**src/rtl/transport_pkg.sv**
```systemverilog
// Constants shared by the transport header router and its helpers.
// Assumes one clock domain and header fields presented in parallel.
// Contract
// - Both identifiers share one width, 8 or 16
// - Code 0 small, 1 large, others reserved
// - Format type is the first four bits
// - Sender writes destination into target identifier
// - Sender writes own identifier as origin
// - Response swaps request origin and target
// - Forwarding chosen from target identifier
// - Ring element removes packets matching itself
// - Ring element passes others on unchanged
// - Switch table maps target to output port
// - Identifierless switch accepts hop count zero
// - Nonzero hop count decremented then forwarded
// - Maintenance responses carry hop count all ones
// - Device recognises every identifier it owns
package transport_pkg;
   // Transport type codes
   localparam logic [1:0] TT_SMALL = 2'h0;
   localparam logic [1:0] TT_LARGE = 2'h1;
   // Field widths
   localparam int FTYPE_W = 4;
   localparam int ID_W = 16;
   localparam int ID_SMALL_W = 8;
   localparam int HOP_W = 8;
   localparam int PORT_W = 4;
   localparam int TBL_AW = 8;
   // Hop count stamped on maintenance responses
   localparam logic [7:0] HOP_RESP = 8'hff;
   localparam logic [7:0] HOP_ZERO = 8'h00;
   localparam logic [7:0] HOP_ONE = 8'h01;
   // Ring downstream port
   localparam logic [3:0] RING_PORT = 4'h0;
   // Receive FIFO word layout {tt, ftype, target, origin, maint, hop}
   localparam int RX_W = 2 + FTYPE_W + ID_W + ID_W + 1 + HOP_W;
   localparam int RX_D = 8;
   localparam int F_HOP = 0;
   localparam int F_MAINT = 8;
   localparam int F_ORG = 9;
   localparam int F_TGT = 25;
   localparam int F_FT = 41;
   localparam int F_TT = 45;
   // Transmit header {tt, ftype, target, origin}, left aligned
   localparam int TX_HDR_W = 2 + FTYPE_W + ID_W + ID_W;
   // Router states
   typedef enum logic [1:0] {ST_IDLE, ST_LOOKUP, ST_SEND} route_state_t;
endpackage

```
**src/rtl/route_table_mem.sv**
```systemverilog
// Route table storage: one output port per target identifier index.
// Assumes writes come from local configuration logic on the same clock.
`timescale 1ns/1ps
`default_nettype none
module route_table_mem (
   input wire logic ref_clk,
   input wire logic wr_en,
   input wire logic [transport_pkg::TBL_AW-1:0] wr_addr,
   input wire logic [transport_pkg::PORT_W-1:0] wr_data,
   input wire logic [transport_pkg::TBL_AW-1:0] rd_addr,
   output logic [transport_pkg::PORT_W-1:0] rd_data_ff
);
   // Table contents, one entry per index
   logic [transport_pkg::PORT_W-1:0] mem_ff [0:(1<<transport_pkg::TBL_AW)-1];

   // Write port
   always_ff @(posedge ref_clk) begin
      if (wr_en) begin
         mem_ff[wr_addr] <= wr_data;
      end
   end

   // Registered read, data one cycle after address
   always_ff @(posedge ref_clk) begin
      rd_data_ff <= mem_ff[rd_addr];
   end
endmodule // route_table_mem
`default_nettype wire

```
**src/rtl/header_fifo.sv**
```systemverilog
// Synchronous FIFO holding received headers between link and router.
// Assumes both sides run on ref_clk; full and empty come from flops.
`timescale 1ns/1ps
`default_nettype none
module header_fifo #(
   parameter int W = 8,
   parameter int D = 8
) (
   input wire logic ref_clk,
   input wire logic reset,
   input wire logic in_valid,
   output logic in_ready,
   input wire logic [W-1:0] in_data,
   output logic out_valid,
   input wire logic out_ready,
   output logic [W-1:0] out_data
);
   localparam int AW = $clog2(D);
   // Storage and pointers
   logic [W-1:0] mem_ff [0:D-1];
   logic [AW-1:0] wr_ptr_ff;
   logic [AW-1:0] rd_ptr_ff;
   logic [AW:0] count_ff;
   logic full_ff;
   logic empty_ff;
   logic push;
   logic pop;
   logic [AW:0] nxt_count;

   // Handshakes
   assign push = in_valid && !full_ff;
   assign pop = out_ready && !empty_ff;
   assign in_ready = !full_ff;
   assign out_valid = !empty_ff;
   assign out_data = mem_ff[rd_ptr_ff];

   // Occupancy after this cycle
   always_comb begin
      nxt_count = count_ff;
      if (push && !pop) begin
         nxt_count = count_ff + 1'b1;
      end else if (pop && !push) begin
         nxt_count = count_ff - 1'b1;
      end
   end

   // Pointers and flags
   always_ff @(posedge ref_clk) begin
      if (reset) begin
         wr_ptr_ff <= '0;
         rd_ptr_ff <= '0;
         count_ff <= '0;
         full_ff <= 1'b0;
         empty_ff <= 1'b1;
      end else begin
         if (push) begin
            wr_ptr_ff <= (wr_ptr_ff == AW'(D-1)) ? '0 : wr_ptr_ff + 1'b1;
         end
         if (pop) begin
            rd_ptr_ff <= (rd_ptr_ff == AW'(D-1)) ? '0 : rd_ptr_ff + 1'b1;
         end
         count_ff <= nxt_count;
         full_ff <= (nxt_count == (AW+1)'(D));
         empty_ff <= (nxt_count == '0);
      end
   end

   // Data write
   always_ff @(posedge ref_clk) begin
      if (push) begin
         mem_ff[wr_ptr_ff] <= in_data;
      end
   end
endmodule // header_fifo
`default_nettype wire

```
**src/rtl/transport_header_router.sv**
```systemverilog
// Transport header router: builds outgoing headers and routes incoming ones.
// Assumes link and local logic share ref_clk; fields arrive in parallel.
// Reserved transport codes are dropped at the queue head and flagged.
`timescale 1ns/1ps
`default_nettype none
module transport_header_router (
   input wire logic ref_clk,
   input wire logic reset,
   // Configuration
   input wire logic ring_mode,
   input wire logic has_own_id,
   input wire logic [transport_pkg::ID_W-1:0] own_id,
   input wire logic alt_id_en,
   input wire logic [transport_pkg::ID_W-1:0] alt_id,
   input wire logic tbl_wr_en,
   input wire logic [transport_pkg::TBL_AW-1:0] tbl_wr_addr,
   input wire logic [transport_pkg::PORT_W-1:0] tbl_wr_port,
   // Received headers
   input wire logic rx_valid,
   output logic rx_ready,
   input wire logic [1:0] rx_tt,
   input wire logic [transport_pkg::FTYPE_W-1:0] rx_ftype,
   input wire logic [transport_pkg::ID_W-1:0] rx_target,
   input wire logic [transport_pkg::ID_W-1:0] rx_origin,
   input wire logic rx_maint,
   input wire logic [transport_pkg::HOP_W-1:0] rx_hop,
   // Routed header fields
   output logic [1:0] hdr_tt_ff,
   output logic [transport_pkg::FTYPE_W-1:0] hdr_ftype_ff,
   output logic [transport_pkg::ID_W-1:0] hdr_target_ff,
   output logic [transport_pkg::ID_W-1:0] hdr_origin_ff,
   output logic hdr_maint_ff,
   output logic [transport_pkg::HOP_W-1:0] hdr_hop_ff,
   output logic dlv_valid_ff,
   input wire logic dlv_ready,
   output logic fwd_valid_ff,
   input wire logic fwd_ready,
   output logic [transport_pkg::PORT_W-1:0] fwd_port_ff,
   output logic tt_error_ff,
   // Local generation requests
   input wire logic gen_valid,
   output logic gen_ready_ff,
   input wire logic [transport_pkg::FTYPE_W-1:0] gen_ftype,
   input wire logic gen_wide,
   input wire logic gen_is_resp,
   input wire logic gen_maint,
   input wire logic [transport_pkg::ID_W-1:0] gen_peer_id,
   input wire logic [transport_pkg::ID_W-1:0] gen_req_target,
   input wire logic [transport_pkg::HOP_W-1:0] gen_hop,
   // Generated headers
   output logic tx_valid_ff,
   input wire logic tx_ready,
   output logic [transport_pkg::TX_HDR_W-1:0] tx_header_ff,
   output logic tx_wide_ff,
   output logic tx_maint_ff,
   output logic [transport_pkg::HOP_W-1:0] tx_hop_ff
);
   // FIFO side signals
   logic [transport_pkg::RX_W-1:0] rx_word;
   logic [transport_pkg::RX_W-1:0] q_word;
   logic q_valid;
   logic q_ready;
   logic [transport_pkg::PORT_W-1:0] tbl_port;

   // Router state
   transport_pkg::route_state_t state_ff;
   transport_pkg::route_state_t nxt_state;

   // Unpacked queue head
   logic [1:0] q_tt;
   logic [transport_pkg::ID_W-1:0] q_tgt;
   // Head carries a defined size code
   logic code_ok;

   // Decision terms from held header
   logic wide_id;
   logic id_match;
   logic hop_zero;
   logic take_local;
   logic by_hop;

   // Handshake done terms
   logic dlv_done;
   logic fwd_done;

   // Egress next values
   logic gen_take;
   logic nxt_tx_valid;
   logic [transport_pkg::ID_W-1:0] gen_tgt;
   logic [transport_pkg::ID_W-1:0] gen_org;

   // ftype kept beside the transport code
   assign rx_word = {rx_tt, rx_ftype, rx_target, rx_origin, rx_maint, rx_hop};
   // Head fields looked at before the pop
   assign q_tt = q_word[transport_pkg::F_TT +: 2];
   assign q_tgt = q_word[transport_pkg::F_TGT +: transport_pkg::ID_W];
   assign code_ok = (q_tt == transport_pkg::TT_SMALL) || (q_tt == transport_pkg::TT_LARGE);

   // Receive buffer between link and router
   header_fifo #(
      .W(transport_pkg::RX_W),
      .D(transport_pkg::RX_D)
   ) u_rx_fifo (
      .ref_clk(ref_clk),
      .reset(reset),
      // Link side
      .in_valid(rx_valid),
      .in_ready(rx_ready),
      .in_data(rx_word),
      // Router side
      .out_valid(q_valid),
      .out_ready(q_ready),
      .out_data(q_word)
   );

   // target to port table
   // Read address is the head, data lands with the pop
   route_table_mem u_route_table (
      .ref_clk(ref_clk),
      .wr_en(tbl_wr_en),
      .wr_addr(tbl_wr_addr),
      .wr_data(tbl_wr_port),
      .rd_addr(q_tgt[transport_pkg::TBL_AW-1:0]),
      .rd_data_ff(tbl_port)
   );

   // Router pops only when idle
   assign q_ready = (state_ff == transport_pkg::ST_IDLE);
   // Handshake completes on valid and ready
   assign dlv_done = dlv_valid_ff && dlv_ready;
   assign fwd_done = fwd_valid_ff && fwd_ready;

   assign wide_id = (hdr_tt_ff == transport_pkg::TT_LARGE);

   // Compare held target against owned identifiers
   always_comb begin
      // Default no match
      id_match = 1'b0;
      // Width follows the held code
      if (wide_id) begin
         id_match = (hdr_target_ff == own_id) || (alt_id_en && (hdr_target_ff == alt_id));
      end else begin
         // Small code compares low byte
         id_match = (hdr_target_ff[transport_pkg::ID_SMALL_W-1:0] ==
                     own_id[transport_pkg::ID_SMALL_W-1:0]) ||
                    (alt_id_en && (hdr_target_ff[transport_pkg::ID_SMALL_W-1:0] ==
                     alt_id[transport_pkg::ID_SMALL_W-1:0]));
      end
   end

   // Local acceptance decision
   always_comb begin
      hop_zero = (hdr_hop_ff == transport_pkg::HOP_ZERO);
      // identifierless switch addresses maintenance by hops
      by_hop = !ring_mode && !has_own_id && hdr_maint_ff;
      if (by_hop) begin
         take_local = hop_zero;
      end else begin
         take_local = has_own_id && id_match;
      end
   end

   // Router state sequence
   always_comb begin
      // Hold by default
      nxt_state = state_ff;
      case (state_ff)
         transport_pkg::ST_IDLE: begin
            // Reserved codes are popped, stay idle
            if (q_valid && code_ok) begin
               nxt_state = transport_pkg::ST_LOOKUP;
            end
         end
         transport_pkg::ST_LOOKUP: begin
            // Table read settles here
            nxt_state = transport_pkg::ST_SEND;
         end
         transport_pkg::ST_SEND: begin
            // Wait for the chosen consumer
            if (dlv_done || fwd_done) begin
               nxt_state = transport_pkg::ST_IDLE;
            end
         end
         default: begin
            // Unused encoding returns idle
            nxt_state = transport_pkg::ST_IDLE;
         end
      endcase
   end

   // State register
   always_ff @(posedge ref_clk) begin
      if (reset) begin
         // Start idle
         state_ff <= transport_pkg::ST_IDLE;
      end else begin
         // Advance one step
         state_ff <= nxt_state;
      end
   end

   // Capture header at pop, decrement hop on hop-addressed forward
   always_ff @(posedge ref_clk) begin
      if (reset) begin
         // Cleared fields, small code
         hdr_tt_ff <= transport_pkg::TT_SMALL;
         hdr_ftype_ff <= '0;
         hdr_target_ff <= '0;
         hdr_origin_ff <= '0;
         hdr_maint_ff <= 1'b0;
         hdr_hop_ff <= transport_pkg::HOP_ZERO;
      end else if (state_ff == transport_pkg::ST_IDLE && q_valid && code_ok) begin
         // Fields of a defined code only
         hdr_tt_ff <= q_tt;
         hdr_ftype_ff <= q_word[transport_pkg::F_FT +: transport_pkg::FTYPE_W];
         hdr_target_ff <= q_tgt;
         hdr_origin_ff <= q_word[transport_pkg::F_ORG +: transport_pkg::ID_W];
         hdr_maint_ff <= q_word[transport_pkg::F_MAINT];
         hdr_hop_ff <= q_word[transport_pkg::F_HOP +: transport_pkg::HOP_W];
      // Hop-addressed packet passing through
      end else if (state_ff == transport_pkg::ST_LOOKUP && by_hop && !hop_zero) begin
         hdr_hop_ff <= hdr_hop_ff - transport_pkg::HOP_ONE;
      end
   end

   // Delivery and forward strobes with chosen port
   always_ff @(posedge ref_clk) begin
      if (reset) begin
         // Idle strobes, ring port parked
         dlv_valid_ff <= 1'b0;
         fwd_valid_ff <= 1'b0;
         fwd_port_ff <= transport_pkg::RING_PORT;
      end else if (state_ff == transport_pkg::ST_LOOKUP) begin
         // Exactly one consumer chosen
         dlv_valid_ff <= take_local;
         fwd_valid_ff <= !take_local;
         // Port matters only on forward
         if (ring_mode) begin
            fwd_port_ff <= transport_pkg::RING_PORT;
         end else begin
            fwd_port_ff <= tbl_port;
         end
      end else begin
         // Drop each strobe after its handshake
         if (dlv_done) begin
            dlv_valid_ff <= 1'b0;
         end
         if (fwd_done) begin
            fwd_valid_ff <= 1'b0;
         end
      end
   end

   always_ff @(posedge ref_clk) begin
      if (reset) begin
         // No error after reset
         tt_error_ff <= 1'b0;
      end else begin
         // One pulse per discarded header
         tt_error_ff <= (state_ff == transport_pkg::ST_IDLE) && q_valid && !code_ok;
      end
   end

   // Egress acceptance
   assign gen_take = gen_valid && gen_ready_ff;

   // Next transmit valid
   always_comb begin
      nxt_tx_valid = tx_valid_ff;
      if (gen_take) begin
         // Accepted request raises valid
         nxt_tx_valid = 1'b1;
      end else if (tx_ready) begin
         // Far side took the header
         nxt_tx_valid = 1'b0;
      end
   end

   // Identifier selection for new headers
   always_comb begin
      if (gen_is_resp) begin
         gen_tgt = gen_peer_id;
         gen_org = gen_req_target;
      end else begin
         gen_tgt = gen_peer_id;
         gen_org = own_id;
      end
   end

   // Transmit handshake registers
   always_ff @(posedge ref_clk) begin
      if (reset) begin
         // Nothing pending, not ready in reset
         tx_valid_ff <= 1'b0;
         gen_ready_ff <= 1'b0;
      end else begin
         // Ready low exactly while a header waits
         tx_valid_ff <= nxt_tx_valid;
         gen_ready_ff <= !nxt_tx_valid;
      end
   end

   // Header assembly on acceptance
   always_ff @(posedge ref_clk) begin
      if (reset) begin
         // Cleared header
         tx_header_ff <= '0;
         tx_wide_ff <= 1'b0;
         tx_maint_ff <= 1'b0;
         tx_hop_ff <= transport_pkg::HOP_ZERO;
      end else if (gen_take) begin
         // Width and kind travel beside it
         tx_wide_ff <= gen_wide;
         tx_maint_ff <= gen_maint;
         if (gen_wide) begin
            tx_header_ff <= {transport_pkg::TT_LARGE, gen_ftype, gen_tgt, gen_org};
         end else begin
            tx_header_ff <= {transport_pkg::TT_SMALL, gen_ftype,
                             gen_tgt[transport_pkg::ID_SMALL_W-1:0],
                             gen_org[transport_pkg::ID_SMALL_W-1:0],
                             {(2*(transport_pkg::ID_W-transport_pkg::ID_SMALL_W)){1'b0}}};
         end
         if (gen_maint && gen_is_resp) begin
            tx_hop_ff <= transport_pkg::HOP_RESP;
         end else begin
            // Others keep the caller's hop
            tx_hop_ff <= gen_hop;
         end
      end
   end
endmodule // transport_header_router
`default_nettype wire

```
**config.mk**
```make
export PLATFORM = sky130hd
export DESIGN_NAME = transport_header_router
export DESIGN_NICKNAME = d
export VERILOG_FILES = /design/src/rtl/transport_pkg.sv /design/src/rtl/route_table_mem.sv /design/src/rtl/header_fifo.sv /design/src/rtl/transport_header_router.sv
export SDC_FILE = /design/constraint.sdc
export NUM_CORES = 2
export LEC_CHECK = 0
export BUFFER_PORTS_ARGS = -buffer_cell sky130_fd_sc_hd__buf_2
export CAP_MARGIN = 20
export CORE_MARGIN = 2
export CORE_UTILIZATION = 55
export DETAILED_ROUTE_END_ITERATION = 10
export PLACE_DENSITY = 0.81
export SETUP_SLACK_MARGIN = 0.02
export SLEW_MARGIN = 0
export SYNTH_ARGS = -nofsm -noshare
export SYNTH_HDL_FRONTEND = slang
export SYNTH_SLANG_ARGS = --single-unit
```
**constraint.sdc**
```tcl
create_clock -name ref_clk -period 9.9 [get_ports ref_clk]
set_clock_uncertainty 0.05 [all_clocks]
set_input_delay 1.485 -clock ref_clk [delete_from_list [all_inputs] [get_ports ref_clk]]
set_output_delay 1.485 -clock ref_clk [all_outputs]
set_load 0.05 [all_outputs]
```
==> impl_metrics.py <==
metrics = {
    "global_route": {
        "grt_pass1_vias": 33000,
        "grtUsageTotal_pct": 26.1,
        "grt_pass1_wl_um": 216000,
        "grt-ovfl-total": 0,
        "grt_antenna_before_repair": 13,
        "grt_max_degree": 157,
    },
    "floorplan": {
        "die_area_um2": 111000,
        "fp.coreArea_um2": 107000,
        "die_width_um": 333,
        "num_rows": 120,
        "pin_count": 254,
        "die_h_um": 333,
        "initial_core_util_pct": 55.5,
    },
    "drt": {
        "post-route-drc-count": 0,
        "viasPerCell": 6.63,
        "ant_nets": 0,
        "route.top_layer_used": "met5",
        "vias": 33600,
        "post_drt_wl_per_cell_um": 28.9,
        "met3WireLength_um": 15500,
        "drt-met1-wl_um": 54500,
        "firstDrtPassIters": 8,
        "wl_met2_um": 69500,
        "drtIter0Drc": 4881,
        "wirelength_um": 146000,
    },
    "clocking": {
        "cts.sinks": 1523,
        "insertion_delay_ps": 780,
        "root_buffer": "clkbuf_16",
        "cts_setup_buffers": 0,
        "post_cts_resized": 0,
        "hold_buffers": 0,
        "clk_pin_slew_ps": 60,
        "numCtsBuffers": 149,
        "h-tree-depth": 4,
        "cts_buffer_depth": 3,
        "cts_tree": "yes",
    },
    "synth": {
        "synth_top_area_cell": "edfxtp_1",
        "synth-seq-area-share_pct": 74.7,
        "synth_edf_count": 1400,
        "yosysTopAreaCellShare_pct": 70.6,
        "syn_avg_cell_area_um2": 18.1,
        "ys_seq_elements": 1523,
        "syn_nets": 3448,
        "synthCells": 3291,
        "synth_area_leaders": "edfxtp_1, mux4_2, mux2i_1, dfxtp_1, nor2_1",
        "ys_types": 44,
        "ys_async_sr_fraction_pct": 0,
        "ys.flop_type": "edfxtp_1",
        "syn_area_um2": 59500,
        "yosys_warnings": 0,
    },
    "timing": {
        "fmax_mhz": 184,
        "finalHoldViolCount": 0,
        "min_period_ps": 5440,
        "post-route-period-util_pct": 54.9,
        "fin_setup_tns_ps": 0,
        "finalSetupViolCount": 0,
        "max_slew_margin_pct": 25.4,
        "worstMarginPinSlew_ps": 1120,
        "rsz0062_at_grt": "false",
        "slew_viol_final": 0,
    },
    "critical_path": {
        "cp.required_ps": 10480,
        "start_kind": "flip-flop",
        "crit_top_cell": "buf_4",
        "critical_path_peak_fanout": 90,
        "criticalPathCategory": "reg2reg",
        "crit_chain": "buf_4 > mux4_2 > mux2i_1 > and2_4 > buf_4 > a221oi_1 > o41ai_1 > a31oi_1 > nor4_1 > nand2_1",
        "end_kind": "flip-flop",
        "arrival_ps": 6020,
        "cp_slowest_cell": "buf_4",
        "max_stage_delay_ps": 920,
        "ff2ff_setup_slack_ps": 4460,
    },
    "power": {
        "ir_worst_vdd_mv": 0.206,
        "p_leak_uw": 0.0219,
        "power.density_nw_per_um2": 255,
    },
    "finish": {
        "final_common_cell": "edfxtp_1",
        "final_cell_mix": "edfxtp_1, nor2_1, mux2i_1",
        "drive_gt1_share_pct": 21.4,
        "fillers": 7053,
        "final_nets": 3690,
        "layoutNonFillerInstCount": 5072,
        "synthToLayoutAreaGrowth_pct": 12.8,
    },
    "placement": {
        "hpwl_um": 84100,
        "port_buffers": 252,
        "dp.cells": 4783,
        "gp_congestion": 0.909,
    },
    "min_path": {
        "hold_path.startpoint": "tx_header_ff[17]$_SDFFE_PP0P_",
        "min_path_type": "reg2reg",
    },
    "run_status": {
        "outcome": "finished, final reports clean",
    },
    "run": {
        "cap_violations": 0,
    },
}
synth_stat cells, types with 8 or more instances:
cell type and n:
a221oi_1 128, nor3b_1 8, xnor2_1 21, inv_1 9, nor3_1 15, edfxtp_1 1400
o22ai_1 9, mux2_2 13, nor4_1 12, nand3_1 31, nand2_1 81, ha_1 8
mux2i_1 318, a22oi_1 75, dfxtp_1 123, o41ai_1 33, a21oi_1 29, nand4_1 14
mux4_2 222, a211oi_1 56, o21ai_0 9, nor2b_1 11, a31oi_1 31, buf_1 29
buf_2 47, clkbuf_1 126, a2bb2oi_1 8, xor2_1 21, nor2_1 365
worst max-delay path: cells and delay by family (launching register included):
kind	cells	cell delay (ps)
buf+inv	2	1690
simple gates	3	1240
compound gates	3	1090
mux	2	730
flops	1	410
per-layer routing:
layer | track usage, % | up-vias
met1 | 35.6 | 17000
met3 | 6.16 | 484
met2 | 40.7 | 2328
met4 | 11.2 | 6
met5 | 0 | -
li1 | - | 13800
layout make-up:
| type | instances | area (µm²) | area share (%) |
|---|---|---|---|
| clock inverters | 90 | 838 | 1.25 |
| repair buffers | 304 | 1740 | 2.60 |
| flip-flops and latches | 1523 | 44500 | 66.3 |
| diodes | 11 | 27.5 | 0.0410 |
| well taps | 1403 | 1760 | 2.61 |
| inverters | 9 | 33.8 | 0.0503 |
| clock buffers | 186 | 4010 | 5.96 |
| multi-input cells | 1546 | 14200 | 21.2 |
registers in the layout (all words and copies together) (netlist names), 8 cells and up, named ones only:
| signal | flops |
|---|---|
| u_route_table.mem_ff | 1024 |
| hdr_target_ff | 16 |
| hdr_hop_ff | 8 |
| u_rx_fifo.mem_ff | 376 |
| tx_header_ff | 36 |
| tx_hop_ff | 8 |
| hdr_origin_ff | 16 |
where the power goes:
| group | leakage, µW | total, µW | internal, µW | switching (µW) |
|---|---|---|---|---|
| combinational | 0.00595 | 4190 | 1570 | 2620 |
| sequential | 0.0136 | 7380 | 7210 | 175 |
| clock | 0.00237 | 5580 | 3140 | 2440 |
kinds of logic (layout without fill, tap and decap cells):
kind of cell | Yosys count | in the layout | share of synthesized area (%)
AO/OA/AOI/OAI | 386 | 386 | 4.98
XOR/XNOR | 42 | 42 | 0.618
adder cells (fa/ha/maj) | 8 | 8 | 0.168
buffers and inverters | 222 | 589 | 1.60
flip-flops | 1523 | 1523 | 74.7
multiplexers | 553 | 553 | 14.0
other | 1 | 12 | 0.00630
AND/OR/NAND/NOR | 556 | 556 | 3.91
worst paths after layout:
path                                         end  cells after the start
max reg2reg  u_route_table.rd_data_ff[2]$_DFF_P_                     10
min reg2reg        tx_header_ff[17]$_SDFFE_PP0P_                      2
min                tx_header_ff[17]$_SDFFE_PP0P_                      2
max          u_route_table.rd_data_ff[2]$_DFF_P_                     10
stage by stage:
| step | hold slack (ps) | area, µm² | setup WS, ps | total power, µW | utilization [%] |
|---|---|---|---|---|---|
| 3_5_place_dp | 394 | 62200 | 4770 | 11600 | 58.1 |
| 6_report | 402 | 67200 | 4460 | 17200 | 62.7 |
| 5_1_grt | 421 | 67200 | 4400 | 17600 | 62.6 |
| 4_1_cts | 405 | 67100 | 4660 | 17100 | 62.6 |
| 3_3_place_gp | 387 | 62200 | 4870 | 11500 | 58.1 |
| 2_1_floorplan | 400 | 59500 | 3060 | 10400 | - |
Note: power is estimated with default switching activity, not from simulation.
